## src/design/eac_pkg.sv

```systemverilog
package eac_pkg;

  // ----------------------------------------------------------------
  // Widths
  // ----------------------------------------------------------------
  localparam int unsigned EAC_AW = 24;
  localparam int unsigned EAC_DW = 32;
  localparam int unsigned EAC_NREG = 8;

  // ----------------------------------------------------------------
  // Addressing mode codes on mode_i
  // ----------------------------------------------------------------
  localparam logic [3:0] EAC_MD_REG_DIRECT = 4'h0;
  localparam logic [3:0] EAC_MD_REG_IND = 4'h1;
  localparam logic [3:0] EAC_MD_REG_DISP = 4'h2;
  localparam logic [3:0] EAC_MD_POST_INC = 4'h3;
  localparam logic [3:0] EAC_MD_PRE_DEC = 4'h4;
  localparam logic [3:0] EAC_MD_ABSOLUTE = 4'h5;
  localparam logic [3:0] EAC_MD_IMMEDIATE = 4'h6;
  localparam logic [3:0] EAC_MD_PC_REL = 4'h7;
  localparam logic [3:0] EAC_MD_MEM_IND = 4'h8;
  localparam logic [3:0] EAC_MD_IMPLICIT = 4'h9;
  localparam logic [3:0] EAC_MD_BIT_NUM = 4'ha;
  localparam logic [3:0] EAC_MD_TRAP = 4'hb;

  // ----------------------------------------------------------------
  // Operand size and extension length codes
  // ----------------------------------------------------------------
  localparam logic [1:0] EAC_SZ_BYTE = 2'h0;
  localparam logic [1:0] EAC_SZ_WORD = 2'h1;
  localparam logic [1:0] EAC_SZ_LONG = 2'h2;

  localparam logic [1:0] EAC_LEN_8 = 2'h0;
  localparam logic [1:0] EAC_LEN_16 = 2'h1;
  localparam logic [1:0] EAC_LEN_24 = 2'h2;
  localparam logic [1:0] EAC_LEN_32 = 2'h3;

  // ----------------------------------------------------------------
  // Fixed values
  // ----------------------------------------------------------------
  localparam logic [31:0] EAC_STEP_BYTE = 32'h0000_0001;
  localparam logic [31:0] EAC_STEP_WORD = 32'h0000_0002;
  localparam logic [31:0] EAC_STEP_LONG = 32'h0000_0004;
  localparam logic [15:0] EAC_ABS8_FILL = 16'hffff;
  localparam logic [15:0] EAC_PTR_FILL = 16'h0000;
  localparam logic [7:0] EAC_PROG_HI = 8'h00;
  localparam int unsigned EAC_REG_SEL_BIT = 3;

  // ----------------------------------------------------------------
  // Sequencer states
  // ----------------------------------------------------------------
  typedef enum logic [1:0] {
    EAC_ST_IDLE = 2'b01,
    EAC_ST_PTR = 2'b10
  } eac_state_e_t;

endpackage

```

## src/design/eac_reg_sel.sv

```systemverilog
`timescale 1ns/1ps
`default_nettype none

module eac_reg_sel (
  input wire logic [eac_pkg::EAC_NREG-1:0][eac_pkg::EAC_DW-1:0] gpr_i,
  input wire logic [3:0] field_i,
  input wire logic [1:0] size_i,
  output logic [eac_pkg::EAC_DW-1:0] operand_o
);
  import eac_pkg::*;

  logic [EAC_DW-1:0] full;
  logic hi_sel;

  assign full = gpr_i[field_i[2:0]];
  assign hi_sel = field_i[EAC_REG_SEL_BIT];

  // Narrow operands are zero-extended; the consumer uses only its width
  always_comb begin
    unique case (size_i)
      EAC_SZ_BYTE: operand_o = {24'h00_0000, (hi_sel ? full[7:0] : full[15:8])};
      EAC_SZ_WORD: operand_o = {16'h0000, (hi_sel ? full[31:16] : full[15:0])};
      default: operand_o = full;
    endcase
  end

endmodule

`default_nettype wire

```

## src/design/eac_unit.sv

```systemverilog
// Overview of operation
// - Register direct picks byte halves, word halves or full registers as operand.
// - Register indirect program address keeps low 24 bits, upper 8 zero.
// - Displacement mode add_with_implicit_constant sign-extended 16-bit or 32-bit displacement to register.
// - Post-increment uses register, then writes back register plus 1, 2 or 4.
// - Pre-decrement subtracts 1, 2 or 4 first, uses and writes back result.
// - Word, longword or branch target at odd address clears the low bit.
// - 8-bit absolute data address fills upper bits with ones.
// - 16-bit absolute data address sign-extends into upper bits.
// - 32-bit absolute address reaches the whole space unmodified.
// - 24-bit absolute address is a program address, upper 8 bits zero.
// - Immediate mode passes the 8, 16 or 32-bit constant as operand.
// - Implicit-constant add, subtract, increment, decrement take value from opcode.
// - Bit instructions carry a 3-bit immediate selecting the bit number.
// - Trap instruction carries a 2-bit immediate selecting the vector address.
// - Branch add_with_implicit_constant sign-extended 8 or 16-bit displacement to 24-bit counter.
// - Counter base is the next instruction's first byte address.
// - Memory indirect zero-extends 8-bit pointer, reads branch target from it.
// - Pointer longword's first byte is zero; rest form the target.
`timescale 1ns/1ps
`default_nettype none

module eac_unit #(
  parameter logic [23:0] TRAP_VEC_BASE = 24'h00_0000,
  parameter int unsigned TRAP_VEC_SHIFT = 2
) (
  input wire logic clock_i,
  input wire logic sys_rst_i,
  input wire logic clk_en_i,
  input wire logic req_valid_i,
  input wire logic [3:0] mode_i,
  input wire logic [1:0] size_i,
  input wire logic [1:0] ext_len_i,
  input wire logic [3:0] reg_field_i,
  input wire logic [eac_pkg::EAC_DW-1:0] ext_i,
  input wire logic is_program_i,
  input wire logic [1:0] implicit_sel_i,
  input wire logic [2:0] bit_num_i,
  input wire logic [1:0] trap_num_i,
  input wire logic [eac_pkg::EAC_AW-1:0] pc_next_i,
  input wire logic [eac_pkg::EAC_NREG-1:0][eac_pkg::EAC_DW-1:0] gpr_i,
  input wire logic mem_ack_i,
  input wire logic [eac_pkg::EAC_DW-1:0] mem_rdata_i,
  output logic ready_o,
  output logic done_o,
  output logic illegal_o,
  output logic ea_valid_o,
  output logic [eac_pkg::EAC_AW-1:0] ea_o,
  output logic operand_valid_o,
  output logic [eac_pkg::EAC_DW-1:0] operand_o,
  output logic wb_en_o,
  output logic [2:0] wb_reg_o,
  output logic [eac_pkg::EAC_DW-1:0] wb_data_o,
  output logic mem_rd_o,
  output logic [eac_pkg::EAC_AW-1:0] mem_addr_o
);
  import eac_pkg::*;

  // ----------------------------------------------------------------
  // State
  // ----------------------------------------------------------------
  typedef struct packed {
    eac_state_e_t state;
    logic ready;
    logic done;
    logic illegal;
    logic ea_valid;
    logic [EAC_AW-1:0] ea;
    logic operand_valid;
    logic [EAC_DW-1:0] operand;
    logic wb_en;
    logic [2:0] wb_reg;
    logic [EAC_DW-1:0] wb_data;
    logic mem_rd;
    logic [EAC_AW-1:0] mem_addr;
  } eac_regs_t;

  localparam eac_regs_t EAC_RESET = '{
    state: EAC_ST_IDLE,
    ready: 1'b1,
    done: 1'b0,
    illegal: 1'b0,
    ea_valid: 1'b0,
    ea: '0,
    operand_valid: 1'b0,
    operand: '0,
    wb_en: 1'b0,
    wb_reg: '0,
    wb_data: '0,
    mem_rd: 1'b0,
    mem_addr: '0
  };

  eac_regs_t st_q;
  eac_regs_t st_d;

  // ----------------------------------------------------------------
  // Helpers
  // ----------------------------------------------------------------
  // Hardware never faults on misalignment; it silently rounds down
  function automatic logic [EAC_AW-1:0] align_even(
    input logic [EAC_AW-1:0] addr,
    input logic force_even
  );
    align_even = {addr[EAC_AW-1:1], addr[0] & ~force_even};
  endfunction

  logic [EAC_DW-1:0] dir_operand;
  logic [EAC_DW-1:0] areg;
  logic [EAC_DW-1:0] step;
  logic [EAC_DW-1:0] disp32;
  logic [EAC_DW-1:0] disp_sum;
  logic [EAC_DW-1:0] post_sum;
  logic [EAC_DW-1:0] pre_diff;
  logic [EAC_AW-1:0] abs_addr;
  logic [EAC_AW-1:0] pc_disp;
  logic [EAC_AW-1:0] pc_target;
  logic [EAC_DW-1:0] imm_val;
  logic [EAC_DW-1:0] impl_val;
  logic [EAC_AW-1:0] trap_addr;
  logic wide;

  eac_reg_sel u_reg_sel (
    .gpr_i(gpr_i),
    .field_i(reg_field_i),
    .size_i(size_i),
    .operand_o(dir_operand)
  );

  assign areg = gpr_i[reg_field_i[2:0]];
  assign wide = (size_i != EAC_SZ_BYTE);

  // ----------------------------------------------------------------
  // Address arithmetic
  // ----------------------------------------------------------------
  always_comb begin
    unique case (size_i)
      EAC_SZ_BYTE: step = EAC_STEP_BYTE;
      EAC_SZ_WORD: step = EAC_STEP_WORD;
      default: step = EAC_STEP_LONG;
    endcase
  end

  // 32-bit sums are formed in full, then cut to the address path
  assign disp32 = (ext_len_i == EAC_LEN_16) ? {{16{ext_i[15]}}, ext_i[15:0]} : ext_i;
  assign disp_sum = areg + disp32;
  assign post_sum = areg + step;
  assign pre_diff = areg - step;

  always_comb begin
    unique case (ext_len_i)
      EAC_LEN_8: abs_addr = {EAC_ABS8_FILL, ext_i[7:0]};
      EAC_LEN_16: abs_addr = {{8{ext_i[15]}}, ext_i[15:0]};
      EAC_LEN_24: abs_addr = ext_i[EAC_AW-1:0];
      default: abs_addr = ext_i[EAC_AW-1:0];
    endcase
  end

  // Counter already points past the branch, which sets the reach
  assign pc_disp = (ext_len_i == EAC_LEN_8) ? {{16{ext_i[7]}}, ext_i[7:0]}
                                            : {{8{ext_i[15]}}, ext_i[15:0]};
  assign pc_target = pc_next_i + pc_disp;

  always_comb begin
    unique case (ext_len_i)
      EAC_LEN_8: imm_val = {24'h00_0000, ext_i[7:0]};
      EAC_LEN_16: imm_val = {16'h0000, ext_i[15:0]};
      default: imm_val = ext_i;
    endcase
  end

  // Implicit constants: 1, 2 or 4 encoded in the opcode
  always_comb begin
    unique case (implicit_sel_i)
      2'h0: impl_val = EAC_STEP_BYTE;
      2'h1: impl_val = EAC_STEP_WORD;
      default: impl_val = EAC_STEP_LONG;
    endcase
  end

  assign trap_addr = TRAP_VEC_BASE + EAC_AW'({22'h00_0000, trap_num_i} << TRAP_VEC_SHIFT);

  // ----------------------------------------------------------------
  // Next state
  // ----------------------------------------------------------------
  always_comb begin
    st_d = st_q;
    st_d.done = 1'b0;
    st_d.illegal = 1'b0;
    st_d.ea_valid = 1'b0;
    st_d.operand_valid = 1'b0;
    st_d.wb_en = 1'b0;
    unique case (st_q.state)
      EAC_ST_IDLE: begin
        if (req_valid_i) begin
          st_d.done = 1'b1;
          st_d.wb_reg = reg_field_i[2:0];
          unique case (mode_i)
            EAC_MD_REG_DIRECT: begin
              st_d.operand = dir_operand;
              st_d.operand_valid = 1'b1;
            end
            EAC_MD_REG_IND: begin
              if (is_program_i) begin
                st_d.ea = align_even(areg[EAC_AW-1:0], 1'b1);
              end else begin
                st_d.ea = align_even(areg[EAC_AW-1:0], wide);
              end
              st_d.ea_valid = 1'b1;
            end
            EAC_MD_REG_DISP: begin
              st_d.ea = align_even(disp_sum[EAC_AW-1:0], wide);
              st_d.ea_valid = 1'b1;
            end
            EAC_MD_POST_INC: begin
              st_d.ea = align_even(areg[EAC_AW-1:0], wide);
              st_d.ea_valid = 1'b1;
              st_d.wb_data = post_sum;
              st_d.wb_en = 1'b1;
            end
            EAC_MD_PRE_DEC: begin
              st_d.ea = align_even(pre_diff[EAC_AW-1:0], wide);
              st_d.ea_valid = 1'b1;
              st_d.wb_data = pre_diff;
              st_d.wb_en = 1'b1;
            end
            EAC_MD_ABSOLUTE: begin
              // A 24-bit form is a fetch target, so it is aligned as one
              st_d.ea = align_even(abs_addr, wide | (ext_len_i == EAC_LEN_24));
              st_d.ea_valid = 1'b1;
            end
            EAC_MD_IMMEDIATE: begin
              st_d.operand = imm_val;
              st_d.operand_valid = 1'b1;
            end
            EAC_MD_PC_REL: begin
              st_d.ea = align_even(pc_target, 1'b1);
              st_d.ea_valid = 1'b1;
            end
            EAC_MD_MEM_IND: begin
              // Result waits on the pointer read
              st_d.done = 1'b0;
              st_d.ready = 1'b0;
              st_d.mem_rd = 1'b1;
              st_d.mem_addr = {EAC_PTR_FILL, ext_i[7:0]};
              st_d.state = EAC_ST_PTR;
            end
            EAC_MD_IMPLICIT: begin
              st_d.operand = impl_val;
              st_d.operand_valid = 1'b1;
            end
            EAC_MD_BIT_NUM: begin
              st_d.operand = {29'h0000_0000, bit_num_i};
              st_d.operand_valid = 1'b1;
            end
            EAC_MD_TRAP: begin
              st_d.ea = trap_addr;
              st_d.ea_valid = 1'b1;
            end
            default: begin
              st_d.illegal = 1'b1;
            end
          endcase
        end
      end
      EAC_ST_PTR: begin
        if (mem_ack_i) begin
          st_d.mem_rd = 1'b0;
          st_d.ready = 1'b1;
          st_d.done = 1'b1;
          st_d.ea = align_even(mem_rdata_i[EAC_AW-1:0], 1'b1);
          st_d.ea_valid = 1'b1;
          st_d.state = EAC_ST_IDLE;
        end
      end
    endcase
  end

  // ----------------------------------------------------------------
  // Registers
  // ----------------------------------------------------------------
  always_ff @(posedge clock_i) begin
    if (sys_rst_i) begin
      st_q <= EAC_RESET;
    end else if (clk_en_i) begin
      st_q <= st_d;
    end
  end

  // ----------------------------------------------------------------
  // Outputs
  // ----------------------------------------------------------------
  assign ready_o = st_q.ready;
  assign done_o = st_q.done;
  assign illegal_o = st_q.illegal;
  assign ea_valid_o = st_q.ea_valid;
  assign ea_o = st_q.ea;
  assign operand_valid_o = st_q.operand_valid;
  assign operand_o = st_q.operand;
  assign wb_en_o = st_q.wb_en;
  assign wb_reg_o = st_q.wb_reg;
  assign wb_data_o = st_q.wb_data;
  assign mem_rd_o = st_q.mem_rd;
  assign mem_addr_o = st_q.mem_addr;

endmodule

`default_nettype wire

```

## config.mk

```make
export PLATFORM = sky130hd
export DESIGN_NAME = eac_unit
export DESIGN_NICKNAME = d
export VERILOG_FILES = /design/src/design/eac_pkg.sv /design/src/design/eac_reg_sel.sv /design/src/design/eac_unit.sv
export SDC_FILE = /design/constraint.sdc
export NUM_CORES = 1
export LEC_CHECK = 0
export ABC_AREA = 0
export BUFFER_PORTS_ARGS = -buffer_cell sky130_fd_sc_hd__clkbuf_2
export CORE_AREA = 5 5 189 191
export DETAILED_ROUTE_END_ITERATION = 6
export DIE_AREA = 0 0 194 196
export PLACE_DENSITY = 0.64
export SYNTH_ARGS = -nofsm -noshare
export SYNTH_HDL_FRONTEND = slang
export SYNTH_SLANG_ARGS = --single-unit
```

## constraint.sdc

```tcl
create_clock -name clock_i -period 5.95 [get_ports clock_i]
set_clock_uncertainty 0.1 [all_clocks]
set_input_delay 0.595 -clock clock_i [delete_from_list [all_inputs] [get_ports clock_i]]
set_output_delay 0.595 -clock clock_i [all_outputs]
set_load 0.05 [all_outputs]
```

==> out/qor.csv <==
metric,value,unit
cts-root-buf,clkbuf_16,
critPathTopFamily,compound AO/OA/AOI/OAI gates,
synth_fa_ha_area_share,6.25,%
synth_seq_cells,106,
cp.buffers_inverters,4,
status,"finished, final reports clean",
cts.path.max_buffers,2,
arrival,5.07,ns
grt_pass1_wl,85.0,mm
holdBufCountCts,0,
rr_startpoint,st_q[123],
synth-edff-count,0,
wl_per_cell,24.8,um
worst_hold_slack,0.358,ns
drtIter0Drc,1395,
wirelength,57.8,mm
worstSkewPairLatency,0.38,ns
grt_max_degree,67,
syn_inst,1445,
slowest_stage,mux4_2,
cts_setup_buffers,0,
synth_area,11700,sq um
crit_chain,buf_4 -> buf_4 -> buf_4 -> mux4_2 -> mux2i_2 -> clkinv_1 -> ha_1 -> a21o_1 -> a21o_1 -> a21o_1 -> a31o_2 -> a21oi_1 -> o21bai_1 -> nor3b_1 -> o21ai_0 -> a311oi_1,
max_slew_margin,25.8,%
vias,13800,
synth_flop_cell,dfxtp_1,
syn_avg_cell_area,8.09,sq um
vdd_drop_max,138,uV
setup_violations,0,
worstMarginPinSlew,1.11,ns
areaGrowthSynthToFinish,26.0,%
io_buffers,465,
max_freq,0.205,GHz
synth_top_area_cell,dfxtp_1,
register_area,2120,sq um
maxCapViolations,0,
hp-start,wb_reg_o[0],
antennaDiodeCount,0,
p_per_area,179,nW/um^2
cts_tree,yes,
final_util,43.4,%
cts.sinks,106,
crit_required,6.13,ns
remaining_drc_errors,0,
initial_core_util,34.5,%
crit_start,reg_field_i[1],
dieWidth,194,um
yosysWarnings,0,
core-area,33900,sq um
grt_overflow,0,
final.period_utilization,82.1,%
fin_nets,2293,
synth_cell_types,90,
yosys-top-cells-area,"dfxtp_1 18%, mux4_2 13%, nor2_1 5.8%",
critical_path.max_fanout,37,
rsz0062_at_grt,no,
ys_seq_area_share,18.1,%
num_rows,68,
first_pass_iters,6,
setup_tns,0,ns
yosys.area.top_type_share,18.1,%
synthXorXnorAreaFrac,4.72,%
drive_gt1_share,33.8,%
vias_per_cell,5.93,
ioPinCount,491,
muxShareOfSynthArea,17.2,%
synth_async_sr_flop_share,0,%
synth_compound_area_share,27.2,%
synthSimpleGateAreaFrac,20.4,%
final-hold-violation-count,0,
final_antenna_net_count,0,
cts_buffers,9,
grt_pass1_vias,13200,
power,2.64,mW
slowest_delay,0.56,ns
final_max_slew_viol_count,0,
htree_num_levels,3,
p_leak,6.31,nW
track_usage,29.1,%
hp-class,register to register,
cp-end-kind,register,
die_y,196,um
dieArea,38000,sq um
min_period,4.88,ns
crit_path_start_kind,primary input,
clk_pin_slew,0.08,ns
multiInputGateArea,8960,sq um
gp_congestion,1.01,
path_class,primary input to register,
cts_resized,0,
fillers,3529,
synth_top_family_by_area,compound AO/OA/AOI/OAI gates,
antenna_found_initial,6,
dp_hpwl,48.3,mm
## through the flow
stage / instance area, sq um / instances / setup WS, ns
finish: 14700 / 2328 / 1.07
detailed placement: 14500 / 2312 / 0.720
global placement: 14500 / 2312 / 0.766
CTS: 14700 / 2328 / 1.08
floorplan: 11800 / 1460 / 0.961
global route: 14700 / 2328 / 0.742
## cells by family after synthesis
family                     after synthesis
buffers and inverters                  148
muxes                                  109
other                                    1
adders and majority gates               56
DFF                                    106
xor gates and xnor gates                63
AOI/OAI and AO/OA                      470
and+or+nand+nor                        492
## per-layer routing
layer  vias to the layer above  track usage [%]  part of all wire, %
li1                       6364                -                    -
met1                      6630             40.3                   43
met5                         -                0                 0.15
met3                       105             7.13                  8.9
met4                        12             8.26                  2.9
met2                       702             45.2                   45
## sequential cells by signal, summed over array words and instances, names as in the netlist
register         flops
done_o               1
ea_o                24
ea_valid_o           1
illegal_o            1
mem_addr_o           8
operand_o           32
operand_valid_o      1
st_q                 2
wb_data_o           32
wb_en_o              1
wb_reg_o             3
## where the power goes
part / internal (mW) / switching, mW / total (mW)
clock: 0.294 / 0.323 / 0.618
combinational: 0.486 / 0.792 / 1.28
sequential: 0.731 / 0.0136 / 0.744
total: 1.51 / 1.13 / 2.64
## path summary, 6_finish.rpt
kind	cells after the start	to	slack (ns)
worst min-delay path	2	wb_reg_o[0]	0.36
worst max register to register	9	ea_o[23]	3.00
worst max-delay path	16	ea_o[20]	1.07
worst min register to register	2	wb_reg_o[0]	0.36
## cell usage after synthesis (all sizes together), types with 6 or more instances
library cell and instances:
a211oi 75, a21o 30, a21oi 105, a221o 10
a221oi 13, a22oi 19, a311oi 10, a31oi 22
and2 11, and3 14, buf 44, clkbuf 63
dfxtp 106, ha 52, inv 39, mux2i 38
mux4 66, nand2 102, nand2b 16, nand3 46
nand4 19, nor2 180, nor2b 11, nor3 46
nor4 11, o211ai 6, o21a 13, o21ai 76
o21bai 10, o221ai 11, o22ai 20, or2 7
or3 11, xnor2 42, xor2 21
## final cells by class
| class | count | share of cell area [%] |
|---|---|---|
| timing repair buffer | 504 | 17.9 |
| inverter | 41 | 1.06 |
| clock buffer | 10 | 1.55 |
| multi-input combinational | 1206 | 60.8 |
| sequential | 106 | 14.4 |
| clock inverter | 6 | 0.407 |
| tap | 455 | 3.86 |
## worst register-to-register path, cell delays in order, from the launching register on
cell	delay, ns
dfxtp_1	0.44
nand2b_1	0.17
o221a_2	0.38
a21boi_2	0.18
buf_4	0.27
and3_1	0.24
a21oi_1	0.26
o211ai_1	0.15
nor4_1	0.49
a31oi_1	0.14
## cells in the final DEF, fill, tap and decap left out, drive strengths merged, types with 6 or more instances in the layout
master | synthesis | routed
clkbuf | 63 | 471
nor2 | 180 | 180
dfxtp | 106 | 106
a21oi | 105 | 105
nand2 | 102 | 102
o21ai | 76 | 76
a211oi | 75 | 75
mux4 | 66 | 66
ha | 52 | 52
nand3 | 46 | 46
nor3 | 46 | 46
buf | 44 | 43
xnor2 | 42 | 42
inv | 39 | 42
mux2i | 38 | 38
a21o | 30 | 30
a31oi | 22 | 22
xor2 | 21 | 21
o22ai | 20 | 20
a22oi | 19 | 19
nand4 | 19 | 19
nand2b | 16 | 16
conb | 1 | 16
and3 | 14 | 14
o21a | 13 | 13
a221oi | 13 | 13
nor2b | 11 | 11
or3 | 11 | 11
o221ai | 11 | 11
and2 | 11 | 11
nor4 | 11 | 11
o21bai | 10 | 10
a311oi | 10 | 10
a221o | 10 | 10
or2 | 7 | 7
o211ai | 6 | 6
Note: power is estimated with default switching activity, not from simulation.
